## src/ifmu_regs.vh

```
`ifndef IFMU_REGS_VH
`define IFMU_REGS_VH
// register offsets on the 16-bit I/O address bus
`define IFMU_ADDR_KEY0_SEL 16'hff20
`define IFMU_ADDR_KEY0_CMP 16'hff22
`define IFMU_ADDR_KEY1_SEL 16'hff24
`define IFMU_ADDR_KEY1_CMP 16'hff26
`define IFMU_ADDR_KEY2_SEL 16'hff28
`define IFMU_ADDR_KEY2_CMP 16'hff2a
`define IFMU_ADDR_TMR_EN 16'hffe2
`define IFMU_ADDR_SER_EN 16'hffe3
`define IFMU_ADDR_KEY0_EN 16'hffe4
`define IFMU_ADDR_KEY12_EN 16'hffe5
`define IFMU_ADDR_TAP_EN 16'hffe6
`define IFMU_ADDR_ADC_EN 16'hffe7
`define IFMU_ADDR_TMR_FLG 16'hfff2
`define IFMU_ADDR_SER_FLG 16'hfff3
`define IFMU_ADDR_KEY0_FLG 16'hfff4
`define IFMU_ADDR_KEY12_FLG 16'hfff5
`define IFMU_ADDR_TAP_FLG 16'hfff6
`define IFMU_ADDR_ADC_FLG 16'hfff7
// reset values
`define IFMU_RST_SEL 4'h0
`define IFMU_RST_CMP 4'hf
`define IFMU_RST_EN 4'h0
`define IFMU_RST_FLG 4'h0
// vector low nibbles, highest priority first
`define IFMU_VEC_WDT 4'h0
`define IFMU_VEC_TMR 4'h4
`define IFMU_VEC_SER 4'h6
`define IFMU_VEC_KEY0 4'h8
`define IFMU_VEC_KEY12 4'ha
`define IFMU_VEC_TAP 4'hc
`define IFMU_VEC_ADC 4'he
`endif

```

## src/ifmu_key_detect.v

```verilog
`timescale 1ns/100ps
`include "ifmu_regs.vh"
// ****************************************
// key group change detector
// ****************************************
module ifmu_key_detect #(
  parameter WIDTH = 4
) (
  input wire sys_clk_i, // system clock
  input wire sys_rst_i, // synchronous reset, high
  input wire clk_en_i, // clock enable
  input wire [WIDTH-1:0] pins_i, // asynchronous key pins
  input wire [WIDTH-1:0] select_i, // per-pin interrupt select
  input wire [WIDTH-1:0] compare_i, // per-pin compare level
  output wire event_o // one-cycle group event
);
  reg [WIDTH-1:0] sync1_ff;
  reg [WIDTH-1:0] sync2_ff;
  reg match_ff;
  wire [WIDTH-1:0] hit;
  wire match;
  // pins pass two flops before any logic reads them
  always @(posedge sys_clk_i) begin
    if (sys_rst_i) begin
      sync1_ff <= {WIDTH{1'b0}};
      sync2_ff <= {WIDTH{1'b0}};
      match_ff <= 1'b1;
    end else if (clk_en_i) begin
      sync1_ff <= pins_i;
      sync2_ff <= sync1_ff;
      match_ff <= match;
    end
  end
  // per-pin mismatch against compare level, gated by select
  genvar g;
  generate
    for (g = 0; g < WIDTH; g = g + 1) begin : g_pin
      assign hit[g] = select_i[g] & (sync2_ff[g] ^ compare_i[g]);
    end
  endgenerate
  // event when the selected pins leave the compare pattern
  assign match = ~|hit;
  assign event_o = clk_en_i & match_ff & ~match;
endmodule

```

## src/ifmu_top.v

```verilog
`timescale 1ns/100ps
`include "ifmu_regs.vh"
// Overview of operation
// serial done flag, write-one clear, reset zero
// key group 0 flag at bit 0
// key group 1 bit 0, group 2 bit 1
// clock taps: 1Hz b3, 2Hz b2, 8Hz b1, 16Hz b0
// adc done flag at bit 0
// unimplemented bits read zero, ignore writes
// timer 1 enable bit 1, timer 0 bit 0
// serial enable bit gates serial flag
// key compare and select bits per pin
// four tap enables aligned with tap flags
// adc enable bit gates adc flag
// flags set regardless of enable bits
// uncleared enabled flag requests again
// after reset block all until both pointers written
// rewriting one pointer blocks until the other
// request needs flag, enable, and cpu enable
// reset clears all enable bits
// watchdog request is non-maskable, no flag
// fixed priority vectoring, watchdog highest
module ifmu_top (
  input wire sys_clk_i, // system clock, 200 MHz
  input wire sys_rst_i, // initial reset, synchronous high
  input wire clk_en_i, // clock enable, freezes state when low
  input wire [15:0] addr_i, // i/o address
  input wire [3:0] wdata_i, // write data nibble
  input wire wr_i, // write strobe
  input wire rd_i, // read strobe
  output reg [3:0] rdata_o, // read data, registered
  input wire timer0_evt_i, // timer 0 underflow pulse
  input wire timer1_evt_i, // timer 1 underflow pulse
  input wire serial_evt_i, // serial 8-bit transfer done pulse
  input wire adc_evt_i, // adc conversion done pulse
  input wire [3:0] clock_taps_i, // taps {1hz,2hz,8hz,16hz}
  input wire [3:0] key_group0_i, // key group 0 pins
  input wire [3:0] key_group1_i, // key group 1 pins
  input wire key_group2_i, // key group 2 pin
  input wire wdt_evt_i, // watchdog non-maskable pulse
  input wire wide_sp_wr_i, // wide stack pointer written
  input wire narrow_sp_wr_i, // narrow stack pointer written
  input wire cpu_int_en_i, // cpu interrupt enable status
  input wire irq_ack_i, // cpu takes the request
  output wire irq_o, // request to cpu
  output wire nmi_o, // non-maskable request pending
  output wire [3:0] irq_vector_o // vector low nibble
);
  // ****************************************
  // register state
  // ****************************************
  reg [3:0] key_group0_select_bits_ff;
  reg [3:0] key_group0_compare_bits_ff;
  reg [3:0] key_group1_select_ff;
  reg [3:0] key_group1_compare_ff;
  reg key_group2_select_ff;
  reg key_group2_compare_ff;
  reg timer1_enable_bit_ff;
  reg timer0_enable_bit_ff;
  reg serial_enable_bit_ff;
  reg key_group0_enable_bit_ff;
  reg key_group1_enable_bit_ff;
  reg key_group2_enable_bit_ff;
  reg [3:0] clock_tap_enable_bits_ff;
  reg adc_enable_bit_ff;
  reg timer1_event_flag_ff;
  reg timer0_event_flag_ff;
  reg serial_done_flag_ff;
  reg key_group0_flag_ff;
  reg key_group1_flag_ff;
  reg key_group2_flag_ff;
  reg [3:0] tap_flags_ff; // {1hz,2hz,8hz,16hz}
  reg adc_done_flag_ff;
  reg wide_sp_set_ff;
  reg narrow_sp_set_ff;
  reg nmi_pend_ff;
  reg [3:0] tap_s1_ff;
  reg [3:0] tap_s2_ff;
  reg [3:0] tap_s3_ff;
  reg [3:0] vector_ff;
  reg [3:0] nxt_rdata;
  reg [3:0] nxt_vector;
  wire we;
  wire [3:0] tap_fall;
  wire key0_evt;
  wire key1_evt;
  wire key2_evt;
  wire unlocked;
  wire tmr_req;
  wire ser_req;
  wire key0_req;
  wire key12_req;
  wire tap_req;
  wire adc_req;
  wire any_req;
  assign we = wr_i & clk_en_i;
  // ****************************************
  // key group detectors
  // ****************************************
  ifmu_key_detect #(.WIDTH(4)) u_key0 (
    .sys_clk_i(sys_clk_i),
    .sys_rst_i(sys_rst_i),
    .clk_en_i(clk_en_i),
    .pins_i(key_group0_i),
    .select_i(key_group0_select_bits_ff),
    .compare_i(key_group0_compare_bits_ff),
    .event_o(key0_evt)
  );
  ifmu_key_detect #(.WIDTH(4)) u_key1 (
    .sys_clk_i(sys_clk_i),
    .sys_rst_i(sys_rst_i),
    .clk_en_i(clk_en_i),
    .pins_i(key_group1_i),
    .select_i(key_group1_select_ff),
    .compare_i(key_group1_compare_ff),
    .event_o(key1_evt)
  );
  ifmu_key_detect #(.WIDTH(1)) u_key2 (
    .sys_clk_i(sys_clk_i),
    .sys_rst_i(sys_rst_i),
    .clk_en_i(clk_en_i),
    .pins_i(key_group2_i),
    .select_i(key_group2_select_ff),
    .compare_i(key_group2_compare_ff),
    .event_o(key2_evt)
  );
  // ****************************************
  // clock tap falling edges
  // ****************************************
  // taps come from the slow timer domain, so synchronise first
  always @(posedge sys_clk_i) begin
    if (sys_rst_i) begin
      tap_s1_ff <= 4'h0;
      tap_s2_ff <= 4'h0;
      tap_s3_ff <= 4'h0;
    end else if (clk_en_i) begin
      tap_s1_ff <= clock_taps_i;
      tap_s2_ff <= tap_s1_ff;
      tap_s3_ff <= tap_s2_ff;
    end
  end
  assign tap_fall = tap_s3_ff & ~tap_s2_ff;
  // ****************************************
  // configuration and enable registers
  // ****************************************
  // only implemented bits are stored; the rest drop on write
  always @(posedge sys_clk_i) begin
    if (sys_rst_i) begin
      key_group0_select_bits_ff <= `IFMU_RST_SEL;
      key_group0_compare_bits_ff <= `IFMU_RST_CMP;
      key_group1_select_ff <= `IFMU_RST_SEL;
      key_group1_compare_ff <= `IFMU_RST_CMP;
      key_group2_select_ff <= 1'b0;
      key_group2_compare_ff <= 1'b1;
      timer1_enable_bit_ff <= 1'b0;
      timer0_enable_bit_ff <= 1'b0;
      serial_enable_bit_ff <= 1'b0;
      key_group0_enable_bit_ff <= 1'b0;
      key_group1_enable_bit_ff <= 1'b0;
      key_group2_enable_bit_ff <= 1'b0;
      clock_tap_enable_bits_ff <= `IFMU_RST_EN;
      adc_enable_bit_ff <= 1'b0;
    end else if (we) begin
      case (addr_i)
        `IFMU_ADDR_KEY0_SEL: key_group0_select_bits_ff <= wdata_i;
        `IFMU_ADDR_KEY0_CMP: key_group0_compare_bits_ff <= wdata_i;
        `IFMU_ADDR_KEY1_SEL: key_group1_select_ff <= wdata_i;
        `IFMU_ADDR_KEY1_CMP: key_group1_compare_ff <= wdata_i;
        `IFMU_ADDR_KEY2_SEL: key_group2_select_ff <= wdata_i[0];
        `IFMU_ADDR_KEY2_CMP: key_group2_compare_ff <= wdata_i[0];
        `IFMU_ADDR_TMR_EN: begin
          timer1_enable_bit_ff <= wdata_i[1];
          timer0_enable_bit_ff <= wdata_i[0];
        end
        `IFMU_ADDR_SER_EN: serial_enable_bit_ff <= wdata_i[0];
        `IFMU_ADDR_KEY0_EN: key_group0_enable_bit_ff <= wdata_i[0];
        `IFMU_ADDR_KEY12_EN: begin
          key_group2_enable_bit_ff <= wdata_i[1];
          key_group1_enable_bit_ff <= wdata_i[0];
        end
        `IFMU_ADDR_TAP_EN: clock_tap_enable_bits_ff <= wdata_i;
        `IFMU_ADDR_ADC_EN: adc_enable_bit_ff <= wdata_i[0];
        default: ;
      endcase
    end
  end
  // ****************************************
  // event flags, write one to clear
  // ****************************************
  // set term is ored last so an event in the clear cycle wins
  always @(posedge sys_clk_i) begin
    if (sys_rst_i) begin
      timer1_event_flag_ff <= 1'b0;
      timer0_event_flag_ff <= 1'b0;
      serial_done_flag_ff <= 1'b0;
      key_group0_flag_ff <= 1'b0;
      key_group1_flag_ff <= 1'b0;
      key_group2_flag_ff <= 1'b0;
      tap_flags_ff <= `IFMU_RST_FLG;
      adc_done_flag_ff <= 1'b0;
    end else if (clk_en_i) begin
      timer1_event_flag_ff <= (timer1_event_flag_ff &
        ~(we & addr_i == `IFMU_ADDR_TMR_FLG & wdata_i[1])) | timer1_evt_i;
      timer0_event_flag_ff <= (timer0_event_flag_ff &
        ~(we & addr_i == `IFMU_ADDR_TMR_FLG & wdata_i[0])) | timer0_evt_i;
      serial_done_flag_ff <= (serial_done_flag_ff &
        ~(we & addr_i == `IFMU_ADDR_SER_FLG & wdata_i[0])) | serial_evt_i;
      key_group0_flag_ff <= (key_group0_flag_ff &
        ~(we & addr_i == `IFMU_ADDR_KEY0_FLG & wdata_i[0])) | key0_evt;
      key_group1_flag_ff <= (key_group1_flag_ff &
        ~(we & addr_i == `IFMU_ADDR_KEY12_FLG & wdata_i[0])) | key1_evt;
      key_group2_flag_ff <= (key_group2_flag_ff &
        ~(we & addr_i == `IFMU_ADDR_KEY12_FLG & wdata_i[1])) | key2_evt;
      tap_flags_ff <= (tap_flags_ff &
        ~({4{we & addr_i == `IFMU_ADDR_TAP_FLG}} & wdata_i)) | tap_fall;
      adc_done_flag_ff <= (adc_done_flag_ff &
        ~(we & addr_i == `IFMU_ADDR_ADC_FLG & wdata_i[0])) | adc_evt_i;
    end
  end
  // ****************************************
  // stack pointer interlock
  // ****************************************
  // rewriting a pointer whose mark is set drops the other's mark; a pair rearms
  always @(posedge sys_clk_i) begin
    if (sys_rst_i) begin
      wide_sp_set_ff <= 1'b0;
      narrow_sp_set_ff <= 1'b0;
    end else if (clk_en_i) begin
      if (wide_sp_wr_i & narrow_sp_wr_i) begin
        wide_sp_set_ff <= 1'b1;
        narrow_sp_set_ff <= 1'b1;
      end else if (wide_sp_wr_i) begin
        wide_sp_set_ff <= 1'b1;
        narrow_sp_set_ff <= narrow_sp_set_ff & ~wide_sp_set_ff;
      end else if (narrow_sp_wr_i) begin
        narrow_sp_set_ff <= 1'b1;
        wide_sp_set_ff <= wide_sp_set_ff & ~narrow_sp_set_ff;
      end
    end
  end
  assign unlocked = wide_sp_set_ff & narrow_sp_set_ff;
  // ****************************************
  // watchdog request latch
  // ****************************************
  // held until the cpu takes it; no software-visible flag
  always @(posedge sys_clk_i) begin
    if (sys_rst_i) begin
      nmi_pend_ff <= 1'b0;
    end else if (clk_en_i) begin
      if (wdt_evt_i) begin
        nmi_pend_ff <= 1'b1;
      end else if (irq_ack_i & unlocked & nmi_pend_ff) begin
        nmi_pend_ff <= 1'b0;
      end
    end
  end
  // ****************************************
  // request gating and priority
  // ****************************************
  // levels, not pulses: an uncleared flag keeps requesting
  assign tmr_req = (timer1_event_flag_ff & timer1_enable_bit_ff) |
    (timer0_event_flag_ff & timer0_enable_bit_ff);
  assign ser_req = serial_done_flag_ff & serial_enable_bit_ff;
  assign key0_req = key_group0_flag_ff & key_group0_enable_bit_ff;
  assign key12_req = (key_group1_flag_ff & key_group1_enable_bit_ff) |
    (key_group2_flag_ff & key_group2_enable_bit_ff);
  assign tap_req = |(tap_flags_ff & clock_tap_enable_bits_ff);
  assign adc_req = adc_done_flag_ff & adc_enable_bit_ff;
  assign any_req = tmr_req | ser_req | key0_req | key12_req | tap_req | adc_req;
  assign nmi_o = nmi_pend_ff & unlocked;
  assign irq_o = unlocked & (nmi_pend_ff | (cpu_int_en_i & any_req));
  // fixed priority encoder, watchdog first
  always @* begin
    nxt_vector = vector_ff;
    if (nmi_pend_ff) begin
      nxt_vector = `IFMU_VEC_WDT;
    end else if (tmr_req) begin
      nxt_vector = `IFMU_VEC_TMR;
    end else if (ser_req) begin
      nxt_vector = `IFMU_VEC_SER;
    end else if (key0_req) begin
      nxt_vector = `IFMU_VEC_KEY0;
    end else if (key12_req) begin
      nxt_vector = `IFMU_VEC_KEY12;
    end else if (tap_req) begin
      nxt_vector = `IFMU_VEC_TAP;
    end else if (adc_req) begin
      nxt_vector = `IFMU_VEC_ADC;
    end
  end
  // vector registered so the vector output comes from a flop
  always @(posedge sys_clk_i) begin
    if (sys_rst_i) begin
      vector_ff <= `IFMU_VEC_WDT;
    end else if (clk_en_i) begin
      vector_ff <= nxt_vector;
    end
  end
  assign irq_vector_o = vector_ff;
  // ****************************************
  // read mux
  // ****************************************
  always @* begin
    nxt_rdata = 4'h0;
    case (addr_i)
      `IFMU_ADDR_KEY0_SEL: nxt_rdata = key_group0_select_bits_ff;
      `IFMU_ADDR_KEY0_CMP: nxt_rdata = key_group0_compare_bits_ff;
      `IFMU_ADDR_KEY1_SEL: nxt_rdata = key_group1_select_ff;
      `IFMU_ADDR_KEY1_CMP: nxt_rdata = key_group1_compare_ff;
      `IFMU_ADDR_KEY2_SEL: nxt_rdata = {3'h0, key_group2_select_ff};
      `IFMU_ADDR_KEY2_CMP: nxt_rdata = {3'h0, key_group2_compare_ff};
      `IFMU_ADDR_TMR_EN: nxt_rdata = {2'h0, timer1_enable_bit_ff, timer0_enable_bit_ff};
      `IFMU_ADDR_SER_EN: nxt_rdata = {3'h0, serial_enable_bit_ff};
      `IFMU_ADDR_KEY0_EN: nxt_rdata = {3'h0, key_group0_enable_bit_ff};
      `IFMU_ADDR_KEY12_EN:
        nxt_rdata = {2'h0, key_group2_enable_bit_ff, key_group1_enable_bit_ff};
      `IFMU_ADDR_TAP_EN: nxt_rdata = clock_tap_enable_bits_ff;
      `IFMU_ADDR_ADC_EN: nxt_rdata = {3'h0, adc_enable_bit_ff};
      `IFMU_ADDR_TMR_FLG: nxt_rdata = {2'h0, timer1_event_flag_ff, timer0_event_flag_ff};
      `IFMU_ADDR_SER_FLG: nxt_rdata = {3'h0, serial_done_flag_ff};
      `IFMU_ADDR_KEY0_FLG: nxt_rdata = {3'h0, key_group0_flag_ff};
      `IFMU_ADDR_KEY12_FLG: nxt_rdata = {2'h0, key_group2_flag_ff, key_group1_flag_ff};
      `IFMU_ADDR_TAP_FLG: nxt_rdata = tap_flags_ff;
      `IFMU_ADDR_ADC_FLG: nxt_rdata = {3'h0, adc_done_flag_ff};
      default: nxt_rdata = 4'h0;
    endcase
  end
  // read data held between reads
  always @(posedge sys_clk_i) begin
    if (sys_rst_i) begin
      rdata_o <= 4'h0;
    end else if (clk_en_i & rd_i) begin
      rdata_o <= nxt_rdata;
    end
  end
endmodule

```

## config.mk

```make
export PLATFORM = sky130hd
export DESIGN_NAME = ifmu_top
export DESIGN_NICKNAME = d
export VERILOG_FILES = /design/src/ifmu_key_detect.v /design/src/ifmu_top.v
export VERILOG_INCLUDE_DIRS = /design/src
export SDC_FILE = /design/constraint.sdc
export NUM_CORES = 1
export LEC_CHECK = 0
export ABC_AREA = 1
export BUFFER_PORTS_ARGS = -buffer_cell sky130_fd_sc_hd__buf_2
export CAP_MARGIN = 20
export CORE_UTILIZATION = 59
export CTS_BUF_LIST = sky130_fd_sc_hd__clkbuf_8
export DETAILED_ROUTE_END_ITERATION = 6
export PLACE_DENSITY_LB_ADDON = 0.05
export SYNTH_ARGS = -nofsm -noshare
export SYNTH_HDL_FRONTEND = slang
export SYNTH_SLANG_ARGS = --single-unit
```

## constraint.sdc

```tcl
create_clock -name sys_clk_i -period 1.54 [get_ports sys_clk_i]
set_clock_uncertainty 0.1 [all_clocks]
set_input_delay 0.231 -clock sys_clk_i [delete_from_list [all_inputs] [get_ports sys_clk_i]]
set_output_delay 0.231 -clock sys_clk_i [all_outputs]
set_load 0.01 [all_outputs]
```

==> metrics <==
outcome=finished with violations; failing checks=DRC, setup timing; number of enable flip-flop cells after synthesis=0; initial drt markers=between 300 and 400; Final TNS setup=-0.550 ns; GRT overflow=0; Worst Path Arrival=around 1.6 ns; ant diodes=0; total clock sinks=83; Avg Vias per Cell=between 5 and 6; Worst Path Buf+Inv=1; time the worst path needs with I/O delays and setup=approximately 1.9 ns; Port-buffer cells=55; fin nets=between 700 and 800; Area Growth Syn to Fin=25.4%; crit share post-route=124%; largest net degree at the start of global routing=47; Wirelength per Cell=between 10 and 15 um; Yosys warning total=0; CP Capture Type=primary output; RSZ-0062 raised after global routing=true; GP Congestion=0.932; Overall Global Routing Usage=around a third; Avg Inst Size Synth=about 7.1 sq um; initial antenna violation count=0; Critical Path RT=around 1.2 ns; CTS H-Tree Depth=3; Critical R2R Launch=clock_tap_enable_bits_ff[3]; WL final=around 11000 um; crit-path leading delay family=compound AO/OA/AOI/OAI gates; site row count=29; setup violators final=3; Synth async-reset ratio=0%; vias in the first global route=just under 4000; Netlist cell types=38; Bufs on Longest Clock Path=2; FMAX=about 520 MHz; Final Util=between 70 and 80%; Synth Cell Area=~4000 sq um; DP Wirelength=between 7000 and 8000 um; Die Wd=between 80 and 90 um; PD cells=between 900 and 1000 nW/um^2; CTS tree=done; top-count cell post-synth=nor2_1; CTS Root Buffer Type=clkbuf_8; cell mode on critical path=nand2_2; cell taking the most area after synthesis=dfxtp_1; Syn Inst Count=~570; Clk Latency, worst-skew pair=around 0.36 ns; top_reg_cell synth=dfxtp_1; cells along the critical path=nand2_2 > o21ai_2 > nor2_2 > nand2_2 > o31ai_2 > a21oi_1 > buf_2; FF+latch count, synth=between 80 and 90; vias=4209; LEAKAGE=about 2.2 nW; Routed Antenna Nets=0; Slew Viols, Final=0; Core Area=about 6500 sq um; final worst slack=-0.374 ns; max cap viols=0; die height=about 84 um; CP max FO=2; Ports=between 50 and 60; # DRC=4; worst hold start=key_group1_i[1]; Slowest cell on crit path=dfxtp_1; Synth top area share=between 40% and 50%; final hold vios=0; DR pass1 iterations=7; Post-synth top cells=nor2_1 (90), dfxtp_1 (83), nand2_1 (81), o21ai_0 (65), inv_1 (62); sequential fraction of the synthesis area=41.5%; startpoint types=register; Initial Utilization=62.0%; first-pass GRT wire length=roughly 18000 um; worst vdd ir=0.000851 V; HP Class=in2reg; die area=7110 sq um; Reg clk slew, reported paths=~0.090 ns; crit path kind=reg2out; Num CTS Buffers=9; fraction of layout cells with a size suffix above 1=24.0%; Setup crit start=clock_tap_enable_bits_ff[3]; syn_nets=a little over 600; slowest stage delay, CP=between 0.3 and 0.4 ns; Power Total=4.54 mW; Synth area leaders=dfxtp_1 (42%), nor2_1 (8.4%), o21ai_0 (8.1%)
==> placed cells by master, fill, tap and decap left out, types with 10 or more instances in the layout <==
cell	instances
buf_4	38
nand2_1	77
buf_2	55
o211ai_1	10
nand3_1	39
a21oi_1	48
dlygate4sd3_1	10
clkbuf_8	10
dfxtp_1	78
nor2_1	89
o21ai_0	63
inv_1	58
==> worst reg2reg max path, delay by kind of cell (launching register included) <==
kind	cells	cell delay [ns]
AOI/OAI and AO/OA	2	0.12
buffers and inverters	2	0.32
DFF	1	0.33
and+or+nand+nor	6	0.64
==> per-layer routing <==
layer	up-vias	share of wire, %	global-route usage [%]
li1	2074	-	-
met1	1943	45	42.1
met2	160	47	54.8
met3	32	6.2	5.70
met4	0	2.4	10.6
met5	-	0	0
==> cells by family (layout without fill, tap and decap cells) <==
family	Yosys count	after routing	synth area share [%]
AND/OR/NAND/NOR	248	248	28.7
XOR/XNOR	3	3	0.657
buffers and inverters	87	190	9.19
AO/OA/AOI/OAI	145	145	19.8
other	1	1	0.0937
flip-flops	83	83	41.5
==> metrics by stage <==
step,std cells,hold slack (ns),area [sq um],setup WS [ns]
detailed placement,713,0.333,4580,-0.254
global route,747,0.0176,5020,-0.443
global placement,713,0.329,4580,-0.162
floorplan,567,0.261,4000,0.192
CTS,739,0.00398,4920,-0.356
finish,747,0.00534,5020,-0.374
==> power by group <==
part / internal (mW) / switching [mW]
Clock: 0.978 / 0.852
Combinational: 0.187 / 0.262
Sequential: 2.22 / 0.0432
==> cell type report <==
| cell class | count | area [sq um] |
|---|---|---|
| clock buffers | 10 | 138 |
| clock inverters | 6 | 96.3 |
| fillers | 491 | 1440 |
| inverters | 66 | 248 |
| multi-input cells | 397 | 2010 |
| flip-flops and latches | 83 | 1670 |
| well taps | 77 | 96.3 |
| repair buffers | 108 | 761 |
==> worst paths after layout <==
path                         to  slack, ns  cells past startpoint
max                       irq_o      -0.37                      7
min          u_key1.sync1_ff[1]      0.005                      3
max reg2reg     irq_vector_o[1]      -0.09                     10
min reg2reg     irq_vector_o[3]       0.35                      2
==> registers in the layout (all words and copies together) (netlist names), 3 cells and up <==
name                        cells
u_key0.sync2_ff                 4
clock_tap_enable_bits_ff        4
tap_flags_ff                    4
tap_s1_ff                       4
u_key1.sync2_ff                 4
irq_vector_o                    3
key_group0_compare_bits_ff      4
key_group1_compare_ff           4
tap_s2_ff                       4
key_group1_select_ff            4
rdata_o                         4
tap_s3_ff                       4
u_key1.sync1_ff                 4
u_key0.sync1_ff                 4
key_group0_select_bits_ff       4
==> timing repair <==
action / CTS / global route
buffers inserted: 0 / 8
hold endpoints to repair: 10 / 0
setup endpoints to repair: 4 / 6
pin swaps: 2 / 8
resized for setup: 9 / 12
hold buffers: 10 / 0
(Power assumes the default switching activity.)
